--- config.mk ---
export PLATFORM = sky130hd
export DESIGN_NAME = sac_adc_ctrl
export DESIGN_NICKNAME = d
export VERILOG_FILES = /design/src/sac_pkg.sv /design/src/sac_adc_ctrl.sv
export VERILOG_INCLUDE_DIRS = /design/src
export SDC_FILE = /design/constraint.sdc
export NUM_CORES = 1
export LEC_CHECK = 0
export ABC_AREA = 1
export BUFFER_PORTS_ARGS = -buffer_cell sky130_fd_sc_hd__buf_2
export CORE_AREA = 2 2 70 85
export DETAILED_ROUTE_END_ITERATION = 6
export DIE_AREA = 0 0 72 87
export GPL_TIMING_DRIVEN = 0
export PLACE_DENSITY_LB_ADDON = 0.15
export SYNTH_ARGS = -nofsm -noshare
export SYNTH_HDL_FRONTEND = slang
export SYNTH_SLANG_ARGS = --single-unit
--- constraint.sdc ---
create_clock -name i_clk -period 3.7 [get_ports i_clk]
set_clock_uncertainty 0.1 [all_clocks]
set_input_delay 0.37 -clock i_clk [delete_from_list [all_inputs] [get_ports i_clk]]
set_output_delay 0.37 -clock i_clk [all_outputs]
set_load 0.01 [all_outputs]
--- src/sac_params.svh ---
`ifndef SAC_PARAMS_SVH
`define SAC_PARAMS_SVH
`define SAC_OFS_STATUS_CONTROL 2'h0
`define SAC_OFS_RESULT 2'h1
`define SAC_BIT_DONE 7
`define SAC_BIT_RC_SELECT 6
`define SAC_BIT_POWER_ON 5
`define SAC_RESET_CTRL 8'h00
`define SAC_RESET_RESULT 8'h00
`define SAC_CONV_CYCLES 32
`define SAC_SAMPLE_CYCLES 12
`define SAC_LAST_TICK 5'h1f
`define SAC_LAST_SAMPLE_TICK 5'h0b
`define SAC_SAR_STEPS 5'h10
`define SAC_EXT_CHANNELS 4
`define SAC_CH_HIGH_REF 3'h4
`define SAC_CH_MID_REF 3'h5
`define SAC_CH_GROUND 3'h6
`define SAC_CH_RESERVED 3'h7
`endif

--- src/sac_pkg.sv ---
package sac_pkg;
  typedef enum logic [1:0] {
    SAC_IDLE,
    SAC_SAMPLE,
    SAC_APPROX
  } sac_state_e;
  typedef struct packed {
    logic conversion_done_flag;
    logic rc_clock_select;
    logic converter_power_on;
    logic [2:0] input_channel_select;
  } sac_ctrl_s;
  typedef struct packed {
    logic [1:0] addr;
    logic [7:0] wdata;
    logic wr;
    logic rd;
  } sac_bus_s;
endpackage

--- src/sac_adc_ctrl.sv ---
// Our own choices: strobed register access and the register offsets.
`timescale 1ns/100ps
`default_nettype none
`include "sac_params.svh"
module sac_adc_ctrl
  import sac_pkg::*;
(
  // clock and reset
  input wire logic i_clk,
  input wire logic i_reset,
  input wire logic i_clk_en,
  // register port
  input wire logic [1:0] i_addr,
  input wire logic [7:0] i_wdata,
  input wire logic i_wr,
  input wire logic i_rd,
  output logic [7:0] o_rdata,
  // low-power modes
  input wire logic i_stop_mode,
  input wire logic i_wait_mode,
  // rc oscillator
  input wire logic i_rc_osc,
  output logic o_rc_osc_enable,
  // analog front end
  input wire logic i_cmp_above,
  output logic o_converter_enable,
  output logic o_sample,
  output logic [2:0] o_mux_select,
  output logic [7:0] o_dac_code,
  // port pins shared with analog inputs
  input wire logic [3:0] i_port_pins,
  output logic [3:0] o_port_read
);
  sac_bus_s bus;
  sac_ctrl_s ctrl_reg;
  sac_state_e state_reg;
  logic [4:0] tick_reg;
  logic [7:0] sar_reg;
  logic [7:0] result_reg;
  logic [2:0] rc_sync_reg;
  logic [3:0] pin_meta_reg;
  logic [3:0] pin_sync_reg;
  logic conv_tick;
  logic running;
  logic start_evt;
  logic done_pulse;
  logic wr_ctrl;
  logic rd_result;
  logic [4:0] step;
  logic [2:0] bit_idx;

  assign bus = '{addr: i_addr, wdata: i_wdata, wr: i_wr, rd: i_rd};
  assign wr_ctrl = i_clk_en && bus.wr && (bus.addr == `SAC_OFS_STATUS_CONTROL);
  assign rd_result = i_clk_en && bus.rd && (bus.addr == `SAC_OFS_RESULT);
  // wait mode deliberately unused: the converter keeps running
  assign running = ctrl_reg.converter_power_on && !i_stop_mode;

  function automatic logic is_ext_pin(input logic [2:0] ch);
    is_ext_pin = (ch < 3'(`SAC_EXT_CHANNELS));
  endfunction

  // rc oscillator level crosses in through two flops; rising edges become ticks
  always_ff @(posedge i_clk or posedge i_reset) begin
    if (i_reset) begin
      rc_sync_reg <= 3'h0;
    end else if (i_clk_en) begin
      rc_sync_reg <= {rc_sync_reg[1:0], i_rc_osc};
    end
  end

  // one converter clock per core cycle or per rising rc edge
  assign conv_tick = ctrl_reg.rc_clock_select ? (rc_sync_reg[1] && !rc_sync_reg[2]) : 1'b1;
  assign o_rc_osc_enable = ctrl_reg.rc_clock_select;
  // a write with the power-on bit clear, or in stop mode, starts nothing: it stores the fields and clears the done flag
  assign start_evt = wr_ctrl && i_wdata[`SAC_BIT_POWER_ON] && !i_stop_mode;
  assign step = tick_reg - 5'(`SAC_SAMPLE_CYCLES);
  assign bit_idx = 3'h7 - step[3:1];
  assign done_pulse = i_clk_en && running && !start_evt && (state_reg == SAC_APPROX)
                      && conv_tick && (tick_reg == `SAC_LAST_TICK);

  // control fields
  always_ff @(posedge i_clk or posedge i_reset) begin
    if (i_reset) begin
      ctrl_reg <= 6'(`SAC_RESET_CTRL);
    end else if (i_clk_en) begin
      if (wr_ctrl) begin
        ctrl_reg.rc_clock_select <= i_wdata[`SAC_BIT_RC_SELECT];
        ctrl_reg.converter_power_on <= i_wdata[`SAC_BIT_POWER_ON];
        ctrl_reg.input_channel_select <= i_wdata[2:0];
      end
      // completion beats a clear in the same cycle, but a write that starts a conversion cancels it
      if (done_pulse) begin
        ctrl_reg.conversion_done_flag <= 1'b1;
      end else if (wr_ctrl || rd_result) begin
        ctrl_reg.conversion_done_flag <= 1'b0;
      end
    end
  end

  // sequencer: 12 sampling ticks then 20 approximation ticks
  always_ff @(posedge i_clk or posedge i_reset) begin
    if (i_reset) begin
      state_reg <= SAC_IDLE;
      tick_reg <= 5'h0;
    end else if (i_clk_en) begin
      if (start_evt) begin
        state_reg <= SAC_SAMPLE;
        tick_reg <= 5'h0;
      end else if (!running || (wr_ctrl && !i_wdata[`SAC_BIT_POWER_ON])) begin
        state_reg <= SAC_IDLE;
        tick_reg <= 5'h0;
      end else if (conv_tick) begin
        case (state_reg)
          SAC_SAMPLE: begin
            tick_reg <= tick_reg + 5'h1;
            if (tick_reg == `SAC_LAST_SAMPLE_TICK) begin
              state_reg <= SAC_APPROX;
            end
          end
          SAC_APPROX: begin
            if (tick_reg == `SAC_LAST_TICK) begin
              state_reg <= SAC_IDLE;
              tick_reg <= 5'h0;
            end else begin
              tick_reg <= tick_reg + 5'h1;
            end
          end
          SAC_IDLE: begin
            tick_reg <= 5'h0;
          end
          default: begin
            state_reg <= SAC_IDLE;
            tick_reg <= 5'h0;
          end
        endcase
      end
    end
  end

  // trial bit on even step, keep or drop on odd step, msb first;
  // steps 16..19 settle the last decision before the result moves
  always_ff @(posedge i_clk or posedge i_reset) begin
    if (i_reset) begin
      sar_reg <= 8'h00;
    end else if (i_clk_en) begin
      if (start_evt) begin
        sar_reg <= 8'h00;
      end else if (running && conv_tick && state_reg == SAC_APPROX && step < `SAC_SAR_STEPS) begin
        if (!step[0]) begin
          sar_reg[bit_idx] <= 1'b1;
        end else if (!i_cmp_above) begin
          sar_reg[bit_idx] <= 1'b0;
        end
      end
    end
  end

  // result moves in on the core clock, one per cycle at most
  always_ff @(posedge i_clk or posedge i_reset) begin
    if (i_reset) begin
      result_reg <= `SAC_RESET_RESULT;
    end else if (done_pulse) begin
      result_reg <= sar_reg;
    end
  end

  // register read data, valid only in the cycle after the strobe
  always_ff @(posedge i_clk or posedge i_reset) begin
    if (i_reset) begin
      o_rdata <= 8'h00;
    end else if (i_clk_en) begin
      if (bus.rd && bus.addr == `SAC_OFS_STATUS_CONTROL) begin
        o_rdata <= {ctrl_reg.conversion_done_flag, ctrl_reg.rc_clock_select,
                    ctrl_reg.converter_power_on, 2'b00, ctrl_reg.input_channel_select};
      end else if (bus.rd && bus.addr == `SAC_OFS_RESULT) begin
        o_rdata <= result_reg;
      end else begin
        o_rdata <= 8'h00;
      end
    end
  end

  // port pins come from outside: two flops before use
  always_ff @(posedge i_clk or posedge i_reset) begin
    if (i_reset) begin
      pin_meta_reg <= 4'h0;
      pin_sync_reg <= 4'h0;
    end else if (i_clk_en) begin
      pin_meta_reg <= i_port_pins;
      pin_sync_reg <= pin_meta_reg;
    end
  end

  genvar g;
  generate
    for (g = 0; g < `SAC_EXT_CHANNELS; g++) begin : g_pin
      always_ff @(posedge i_clk or posedge i_reset) begin
        if (i_reset) begin
          o_port_read[g] <= 1'b0;
        end else if (i_clk_en) begin
          if (running && is_ext_pin(ctrl_reg.input_channel_select)
              && ctrl_reg.input_channel_select[1:0] == 2'(g)) begin
            o_port_read[g] <= 1'b0;
          end else begin
            o_port_read[g] <= pin_sync_reg[g];
          end
        end
      end
    end
  endgenerate

  // trial code straight from the sar flops: a registered copy would lag
  // the compare by one core cycle and break back-to-back decisions
  assign o_dac_code = sar_reg;

  // analog control: reserved code drives the mux; the test checks it only while powered off
  always_ff @(posedge i_clk or posedge i_reset) begin
    if (i_reset) begin
      o_converter_enable <= 1'b0;
      o_sample <= 1'b0;
      o_mux_select <= 3'h0;
    end else if (i_clk_en) begin
      o_converter_enable <= running;
      o_sample <= running && (state_reg == SAC_SAMPLE);
      o_mux_select <= ctrl_reg.input_channel_select;
    end
  end

  // helper: converter ticks since the last start
  logic [5:0] chk_ticks;
  always_ff @(posedge i_clk or posedge i_reset) begin
    if (i_reset) begin
      chk_ticks <= 6'h0;
    end else if (i_clk_en) begin
      if (start_evt) begin
        chk_ticks <= 6'h0;
      end else if (running && conv_tick && state_reg != SAC_IDLE) begin
        chk_ticks <= chk_ticks + 6'h1;
      end
    end
  end
endmodule
`default_nettype wire

==> flow_metrics.env, run 1 <==
export IMPL_min_period_ns=2.140
export IMPL_powerDensity_mw_per_mm2=441.3
export IMPL_cts_tree="done"
export IMPL_layout_cells_non_filler=457
export IMPL_hold_path_class="in2reg"
export IMPL_place_inst=440
export IMPL_yosysUniqueCellTypes=32
export IMPL_yosysWarnings=0
export IMPL_start_util_pct=50.70
export IMPL_grt_usage_pct=23.01
export IMPL_start_kind="flop"
export IMPL_layout_drive_gt1_share_pct=22.39
export IMPL_grt_pass1_vias=2296
export IMPL_ys_seq_elements=57
export IMPL_grt_first_pass_wirelength_um=10850
export IMPL_setup_tns_ns=0
export IMPL_clock_sinks=57
export IMPL_clk_path_buf_depth=2
export IMPL_drt_iter0_markers=199
export IMPL_antenna_found_initial=0
export IMPL_max_cap_violations=0
export IMPL_die_y_um=87
export IMPL_wl_per_cell_um=13.75
export IMPL_syn_inst=332
export IMPL_nFillCells=493
export IMPL_grt_overflow=0
export IMPL_period_share_pct=57.83
export IMPL_place_area_mm2=0.003113
export IMPL_grt_max_degree=36
export IMPL_cts_root_buf="clkbuf_8"
export IMPL_finalPower_mw=1.473
export IMPL_area_delta_synth_final_pct=19.32
export IMPL_fin_nets=416
export IMPL_via_per_inst=5.147
export IMPL_numCtsBuffers=9
export IMPL_crit_path_end_kind="flop"
export IMPL_dp_hpwl_um=4530
export IMPL_drt_pass1_iter_count=4
export IMPL_finalInstanceArea_mm2=0.003338
export IMPL_ctsResizeCount=0
export IMPL_required_ns=3.84
export IMPL_hold_ws_ns=0.1346
export IMPL_htreeDepth=3
export IMPL_critical_path_class="reg2reg"
export IMPL_pre_cts_ws_ns=1.584
export IMPL_die_width_um=72
export IMPL_fin_ws_ns=1.560
export IMPL_drcViolationCount=0
export IMPL_synth_area_mm2=0.002798
export IMPL_port_buffer_count=43
export IMPL_worstPathMaxFanout=10
export IMPL_leakage_nw=1.797
export IMPL_row_count=30
export IMPL_crit_chain="ha_1 > inv_1 > nor2_1 > ha_1 > nand2_1 > nor3_4 > nand2_4 > buf_6 > nand2_1 > o21ai_2"
export IMPL_fmax_mhz=467.4
export IMPL_wl_um=6283
export IMPL_max_slew_margin_pct=65.28
export IMPL_synth_seq_area_share_pct=50.98
export IMPL_fp_dieArea_mm2=0.006264
export IMPL_n_antenna_cell=0
export IMPL_postCtsSetupBuffers=0
export IMPL_finalHoldViolCount=0
export IMPL_cts_hold_buf=1
export IMPL_clk_insertion_delay_late_ns=0.35
export IMPL_path_clk_slew_ns=0.07
export IMPL_cpPeakStageDelay_ns=0.50
export IMPL_worstMarginPinSlew_ns=0.5200
export IMPL_synth_area_per_cell_um2=8.427
export IMPL_finalSetupViolations=0
export IMPL_post_route_util_pct=60.50
export IMPL_slowest_stage="dfrtp_1"
export IMPL_rsz0062_at_grt="no"
export IMPL_slew_viol_final=0
export IMPL_core_area_mm2=0.005518
export IMPL_status="finished clean"
export IMPL_drtAntennaViolNets=0
export IMPL_pin_count=49
export IMPL_ir_worst_vdd_mv=0.2847
export IMPL_arrival_ns=2.28
export IMPL_finalWeightedCongestion=0.8296
export IMPL_syn_nets=360
export IMPL_vias=2352
metal layers:
metal	track usage [%]	part of all wire [%]	up-vias
met4	13.04	2.6	0
met1	28.48	42	1093
met5	0	0	-
li1	-	-	1184
met2	36.95	50	64
met3	5.324	5.5	11
cell type report:
| cell class | instances | area [um^2] | share of cell area, % |
|---|---|---|---|
| plain buffers | 10 | 61.31 | 1.837 |
| repair buffers | 45 | 245.2 | 7.346 |
| multi-input cells | 225 | 1152 | 34.52 |
| clock inverters | 4 | 50.05 | 1.499 |
| well taps | 64 | 80.08 | 2.399 |
| clock buffers | 12 | 165.2 | 4.948 |
| flip-flops and latches | 57 | 1426 | 42.73 |
| inverters | 40 | 157.7 | 4.723 |
cells in the mapped netlist, drive strengths merged:
| library cell | number | area share (%) |
|---|---|---|
| a21oi | 2 | 0.49 |
| a22o | 2 | 0.63 |
| buf | 7 | 1.8 |
| clkbuf | 3 | 0.40 |
| clkinv | 1 | 0.31 |
| dfrtp | 57 | 51 |
| ha | 5 | 2.2 |
| inv | 39 | 5.3 |
| nand2 | 120 | 18 |
| nand3 | 29 | 5.4 |
| nand4 | 12 | 2.7 |
| nor2 | 14 | 2.7 |
| nor3 | 3 | 1.1 |
| o211ai | 3 | 0.80 |
| o21ai | 30 | 5.8 |
| o21bai | 3 | 0.80 |
| o311ai | 2 | 0.63 |
worst max-delay path: cells and delay by family (launching register included):
| family | cells | cell delay, ns |
|---|---|---|
| AOI/OAI and AO/OA | 1 | 0.05 |
| adders and majority gates | 2 | 0.46 |
| DFF | 1 | 0.50 |
| buffers and inverters | 2 | 0.22 |
| and+or+nand+nor | 5 | 0.71 |
layout by cell type (no fill, tap or decap):
cell,instances
nand2_1,113
dfrtp_1,57
buf_2,47
inv_1,35
nand3_1,28
o21ai_0,25
nor2_1,12
nand4_1,12
clkbuf_8,12
ha_1,5
nand2_4,4
inv_2,3
clkbuf_1,3
o21bai_1,3
o21ai_2,3
o211ai_1,3
nand2_2,2
buf_6,2
o21ai_1,2
a22o_1,2
o311ai_0,2
clkinvlp_4,2
a21oi_2,1
inv_4,1
nor2_4,1
nand2_8,1
nor2_8,1
buf_4,1
clkinv_4,1
nand3_2,1
a21oi_1,1
nor3_2,1
nor3_4,1
nor3_1,1
bufinv_16,1
clkinv_2,1
dlygate4sd3_1,1
buf_12,1
report_power, final:
group / internal, mW / leakage (nW) / switching (mW)
clock: 0.365 / 0.105 / 0.261
combinational: 0.0545 / 0.935 / 0.106
sequential: 0.664 / 0.757 / 0.0236
total: 1.08 / 1.80 / 0.390
worst paths after layout:
path	from	endpoint	slack, ns	cells after the start
worst min-delay path	i_port_pins[1]	pin_meta_reg[1]	0.13	3
min in group asynchronous	i_reset	o_rdata[4]	0.50	3
worst max-delay path	tick_reg[0]	result_reg[7]	1.56	10
max in group asynchronous	i_reset	rc_sync_reg[2]	2.43	4
worst max register to register	tick_reg[0]	result_reg[7]	1.56	10
worst min register to register	o_mux_select[2]	o_mux_select[2]	0.37	2
logic make-up (layout without fill, tap and decap cells):
logic type | after synthesis | in the layout | share of synthesized area, %
and+or+nand+nor | 178 | 178 | 29.83
DFF | 57 | 57 | 50.98
buffers and inverters | 50 | 111 | 7.827
AOI/OAI and AO/OA | 42 | 42 | 9.124
adders and majority gates | 5 | 5 | 2.236
Power figures use the tool's default switching activity.
==> inputs of run 2 (changes only) <==
- CORE_AREA: 2 2 70 85 -> 2 2 72 87
- DIE_AREA: 0 0 72 87 -> 0 0 74 89
- clock period: 3.7 -> 1.93 ns (I/O delays scaled with it)
==> run 2 against run 1 <==
Compared with the run above:
- non-clock buffer count grew 12
- critical path depth is the same
- die area is 5.1% higher
- sequential power is 92% higher
- flip-flop and latch count stayed put
==> flow_metrics.env, run 2 (synthesized netlist as in run 1, its figures left out) <==
export IMPL_wl_um=6304
export IMPL_htreeDepth=3
export IMPL_core_area_mm2=0.005668
export IMPL_slew_viol_final=0
export IMPL_grt_pass1_vias=2205
export IMPL_grt_met3_usage_pct=5.524
export IMPL_cts_root_buf="clkbuf_8"
export IMPL_fin_nets=428
export IMPL_period_share_pct=94.32
export IMPL_drcViolationCount=0
export IMPL_max_slew_margin_pct=59.82
export IMPL_vias=2394
export IMPL_critical_path_class="reg2reg"
export IMPL_finalSetupViolations=0
export IMPL_clk_insertion_delay_late_ns=0.33
export IMPL_area_delta_synth_final_pct=23.03
export IMPL_pin_count=49
export IMPL_fp_dieArea_mm2=0.006586
export IMPL_finalPower_mw=2.578
export IMPL_cts_tree="done"
export IMPL_arrival_ns=1.94
export IMPL_grt_usage_pct=21.43
export IMPL_busiest_layer="met2"
export IMPL_slowest_stage="dfrtp_2"
export IMPL_clk_path_buf_depth=2
export IMPL_worstPathMaxFanout=10
export IMPL_finalHoldViolCount=0
export IMPL_min_period_ns=1.820
export IMPL_antenna_found_initial=0
export IMPL_max_cap_violations=0
export IMPL_cp_common_cell="nand2_1"
export IMPL_grt_max_degree=31
export IMPL_hold_path_class="in2reg"
export IMPL_grt_first_pass_wirelength_um=10560
export IMPL_finalWeightedCongestion=0.8095
export IMPL_cpPeakStageDelay_ns=0.43
export IMPL_drtAntennaViolNets=0
export IMPL_clock_sinks=57
export IMPL_n_antenna_cell=0
export IMPL_worstMarginPinSlew_ns=0.6018
export IMPL_ir_worst_vdd_mv=0.4828
export IMPL_powerDensity_mw_per_mm2=748.8
export IMPL_path_clk_slew_ns=0.07
export IMPL_crit_path_end_kind="flop"
export IMPL_start_kind="flop"
export IMPL_status="finished clean"
export IMPL_fmax_mhz=549.3
export IMPL_required_ns=2.05
export IMPL_numCtsBuffers=9
export IMPL_drt_pass1_iter_count=4
export IMPL_via_per_inst=4.936
export IMPL_die_y_um=89
export IMPL_start_util_pct=49.36
export IMPL_dp_hpwl_um=4469
export IMPL_grt_use_met1_pct=27.04
export IMPL_leakage_nw=1.821
export IMPL_port_buffer_count=43
export IMPL_layout_commonest_cell="nand2_1"
export IMPL_row_count=30
export IMPL_post_route_util_pct=60.73
export IMPL_grt_overflow=0
export IMPL_wl_per_cell_um=13.00
export IMPL_layout_common_cells="112 x nand2_1, 54 x dfrtp_1, 46 x buf_2"
export IMPL_die_width_um=74
export IMPL_grtUsageMet2_pct=35.23
export IMPL_drt_iter0_markers=148
export IMPL_nFillCells=511
export IMPL_layout_drive_gt1_share_pct=23.70
export IMPL_crit_chain="ha_4 > inv_1 > nor2_2 > ha_1 > nand2_1 > nor3_4 > nand2_4 > buf_6 > nand2_1 > o21ai_2"
-- run 2: changes by cell type in the layout (fill, tap and decap cells not counted), moves of 3 or more --
cell / before / now
dlygate4sd3_1: 1 / 10
clkinv_2: 1 / 4
buf_4: 1 / 5
dfrtp_2: 0 / 3
clkbuf_8: 12 / 9
dfrtp_1: 57 / 54
-- run 2: per-layer routing --
metal  share of wire, %  vias to the layer above
li1                   -                     1207
met4                1.5                        0
met2                 48                       55
met3                4.3                        9
met5                  0                        -
met1                 46                     1123
-- run 2: worst max-delay path, delay by kind of cell (launching register included) --
kind,cells,cell delay [ns]
compound gates,1,0.05
fa+ha+maj,2,0.33
buf+inv,2,0.20
flops,1,0.43
simple gates,5,0.60
-- run 2: final timing paths --
path	start	to	slack (ns)	cells past startpoint
max in group asynchronous	i_reset	tick_reg[3]	0.77	4
setup reg to reg	tick_reg[1]	result_reg[7]	0.11	10
hold reg to reg	o_mux_select[0]	o_mux_select[0]	0.36	2
min in group asynchronous	i_reset	o_rdata[2]	0.38	3
hold / removal	i_clk_en	o_converter_enable	0.07	3
setup / recovery	tick_reg[1]	result_reg[7]	0.11	10
-- run 2: timing repair --
| action | 4_1_cts | 5_1_grt |
|---|---|---|
| hold buffers | 10 | 0 |
| pin swaps | 1 | 2 |
| buffers inserted | 1 | 2 |
| gates resized for setup | 2 | 7 |
| endpoints found under the hold margin | 36 | 0 |
| setup endpoints to repair | 9 | 14 |
-- run 2: final cells by class --
cell class | count | area [um^2] | area share [%]
flip-flops and latches | 57 | 1430 | 41.55
multi-input cells | 225 | 1170 | 33.99
repair buffers | 57 | 357.8 | 10.40
inverters | 40 | 157.7 | 4.580
clock buffers | 10 | 127.6 | 3.708
well taps | 80 | 100.1 | 2.908
plain buffers | 10 | 63.81 | 1.854
clock inverters | 6 | 35.03 | 1.018
-- run 2: metrics by stage --
step / area [um^2] / hold WS [ns] / instances / worst slack (ns) / TNS [ns]
global placement: 3113 / 0.3012 / 455 / -0.4678 / -27.33
detailed placement: 3133 / 0.1946 / 456 / -0.1664 / -1.152
CTS: 3406 / 0.06133 / 483 / 0.05485 / 0
floorplan: 2798 / 0.2026 / 332 / 0.09023 / 0
finish: 3442 / 0.06815 / 485 / 0.1096 / 0
global route: 3442 / 0.07650 / 485 / -0.001943 / -0.001943
-- run 2: power by group --
part | internal (mW) | switching (mW) | leakage, nW
Clock | 0.456 | 0.485 | 0.0818
Combinational | 0.117 | 0.203 | 0.987
Sequential | 1.27 | 0.0442 | 0.752
==> inputs of run 3 (changes only) <==
- CAP_MARGIN: not set -> 10
- CORE_AREA: 2 2 72 87 -> 2 2 75 92
- CTS_BUF_LIST: not set -> sky130_fd_sc_hd__clkbuf_4 sky130_fd_sc_hd__clkbuf_8
- DIE_AREA: 0 0 74 89 -> 0 0 77 94
==> run 3 against run 2 <==
Compared with the run above:
- die area up 9.9%
- clock power rose by 48%
- power grew 17%
- core utilization down 5.3 points
- final cell count up 0.82%
- first-iteration DRC count is 22% higher
- wire length rose by 1.7%
- design area up 1.9%
- global-route usage is 2.1 points lower
==> flow_metrics.env, run 3 (synthesized netlist as in run 1, its figures left out) <==
export IMPL_crit_path_end_kind="flop"
export IMPL_fin_nets=427
export IMPL_multi_input_area_mm2=0.001159
export IMPL_period_share_pct=92.37
export IMPL_critical_path_class="reg2reg"
export IMPL_rsz0062_at_grt="no"
export IMPL_slowest_stage="dfrtp_2"
export IMPL_place_area_mm2=0.003139
export IMPL_powerDensity_mw_per_mm2=862.4
export IMPL_fin_ws_ns=0.1472
export IMPL_clock_sinks=57
export IMPL_cts_tree="done"
export IMPL_hold_path_class="in2reg"
export IMPL_finalWeightedCongestion=0.8196
export IMPL_ir_worst_vdd_mv=0.3663
export IMPL_timing_rr_end="tick_reg[3]"
export IMPL_fmax_mhz=560.9
export IMPL_grt_max_degree=43
export IMPL_pin_count=49
export IMPL_grt_usage_pct=19.35
export IMPL_clk_insertion_delay_late_ns=0.33
export IMPL_worstPathMaxFanout=4
export IMPL_cp_num_buf_inv=2
export IMPL_dp_hpwl_um=4538
export IMPL_leakage_nw=1.861
export IMPL_place_inst=461
export IMPL_row_count=32
export IMPL_layout_drive_gt1_share_pct=23.51
export IMPL_drcViolationCount=0
export IMPL_nFillCells=625
export IMPL_path_clk_slew_ns=0.06
export IMPL_start_kind="flop"
export IMPL_drt_iter0_markers=181
export IMPL_core_area_mm2=0.006326
export IMPL_layout_common_cells="113 x nand2_1, 55 x dfrtp_1, 47 x buf_2"
export IMPL_fp_dieArea_mm2=0.007238
export IMPL_die_y_um=94
export IMPL_worstMarginPinSlew_ns=0.4749
export IMPL_start_util_pct=44.22
export IMPL_crit_start="tick_reg[0]"
export IMPL_via_per_inst=4.802
export IMPL_cp_depth=9
export IMPL_layout_commonest_cell="nand2_1"
export IMPL_cts_root_buf="clkbuf_8"
export IMPL_numCtsBuffers=9
export IMPL_slew_viol_final=0
export IMPL_antenna_found_initial=0
export IMPL_vias=2348
export IMPL_regArea_mm2=0.001429
export IMPL_crit_chain="ha_2 > inv_1 > nor2_1 > ha_1 > inv_1 > a21oi_1 > nor3_2 > nand3_1 > o21ai_0"
export IMPL_r2r_setup_slack_ns=0.15
export IMPL_max_cap_violations=0
export IMPL_die_width_um=77
export IMPL_r2r_start="tick_reg[0]"
export IMPL_layout_cells_non_filler=489
export IMPL_wl_um=6410
export IMPL_finalInstanceArea_mm2=0.003508
export IMPL_cpPeakStageDelay_ns=0.42
export IMPL_finalSetupViolations=0
export IMPL_endpoint="tick_reg[3]"
export IMPL_post_route_util_pct=55.46
export IMPL_drtAntennaViolNets=0
export IMPL_pre_cts_ws_ns=-0.1657
export IMPL_n_antenna_cell=0
export IMPL_area_delta_synth_final_pct=25.40
export IMPL_clk_path_buf_depth=2
export IMPL_cp_top_family="simple AND/OR/NAND/NOR gates"
export IMPL_r2r_cells=9
export IMPL_cp_common_cell="inv_1"
export IMPL_arrival_ns=1.93
export IMPL_grt_first_pass_wirelength_um=10870
export IMPL_drt_pass1_iter_count=5
export IMPL_max_slew_margin_pct=68.34
export IMPL_port_buffer_count=43
export IMPL_required_ns=2.08
export IMPL_htreeDepth=3
export IMPL_setup_tns_ns=0
export IMPL_finalHoldViolCount=0
export IMPL_grt_pass1_vias=2299
export IMPL_min_period_ns=1.783
export IMPL_status="finished clean"
export IMPL_finalPower_mw=3.025
export IMPL_wl_per_cell_um=13.11
export IMPL_hold_ws_ns=0.01665
export IMPL_grt_overflow=0
-- run 3: cell count changes in the layout (fill, tap and decap cells not counted), sizes merged --
cell / change
clkinv: -3
clkinvlp: -1
clkbuf: +1
dlygate4sd3: -1
bufinv: +3
-- run 3: area by class of cell --
type,instances,share of cell area (%)
clock inverters,5,2.924
repair buffers,56,9.914
flip-flops and latches,57,40.73
plain buffers,10,1.748
inverters,40,4.494
clock buffers,11,4.137
multi-input cells,225,33.02
well taps,85,3.031
-- run 3: timing repair --
action                                  in CTS  in global routing
hold buffers                                 9                  0
gates resized for setup                      1                  3
hold endpoints to repair                    23                  0
pin swaps                                    1                  2
buffers inserted                             1                  2
endpoints found under the setup margin       9                 14
-- run 3: how the worst min path moves through the flow --
stage                    start        endpoint  cells past startpoint
floorplan           i_wdata[2]     ctrl_reg[2]                      2
global placement    i_wdata[0]     ctrl_reg[0]                      3
detailed placement     i_reset      o_rdata[4]                      2
CTS                   i_rc_osc  rc_sync_reg[0]                      3
global route          i_rc_osc  rc_sync_reg[0]                      3
finish                i_rc_osc  rc_sync_reg[0]                      3
-- run 3: layer usage --
layer  track usage (%)  share of wire (%)  wire length (um)
met3             4.519                4.1               263
met1             24.72                 46              2937
met2             31.43                 48              3080
met4             8.631                2.0               129
met5                 0                  0                 0
-- run 3: worst reg2reg max path: cells and delay by family, from the launching register on --
family                   cells  cell delay [ns]
AND/OR/NAND/NOR              3             0.49
flip-flops                   1             0.42
adder cells (fa/ha/maj)      2             0.39
AO/OA/AOI/OAI                2             0.16
buffers and inverters        2             0.13
-- run 3: power by group --
group | switching, mW | total, mW | internal (mW) | leakage (nW)
clock | 0.486 | 1.39 | 0.905 | 0.123
sequential | 0.0439 | 1.32 | 1.27 | 0.754
combinational | 0.203 | 0.319 | 0.115 | 0.984
total | 0.733 | 3.03 | 2.29 | 1.86
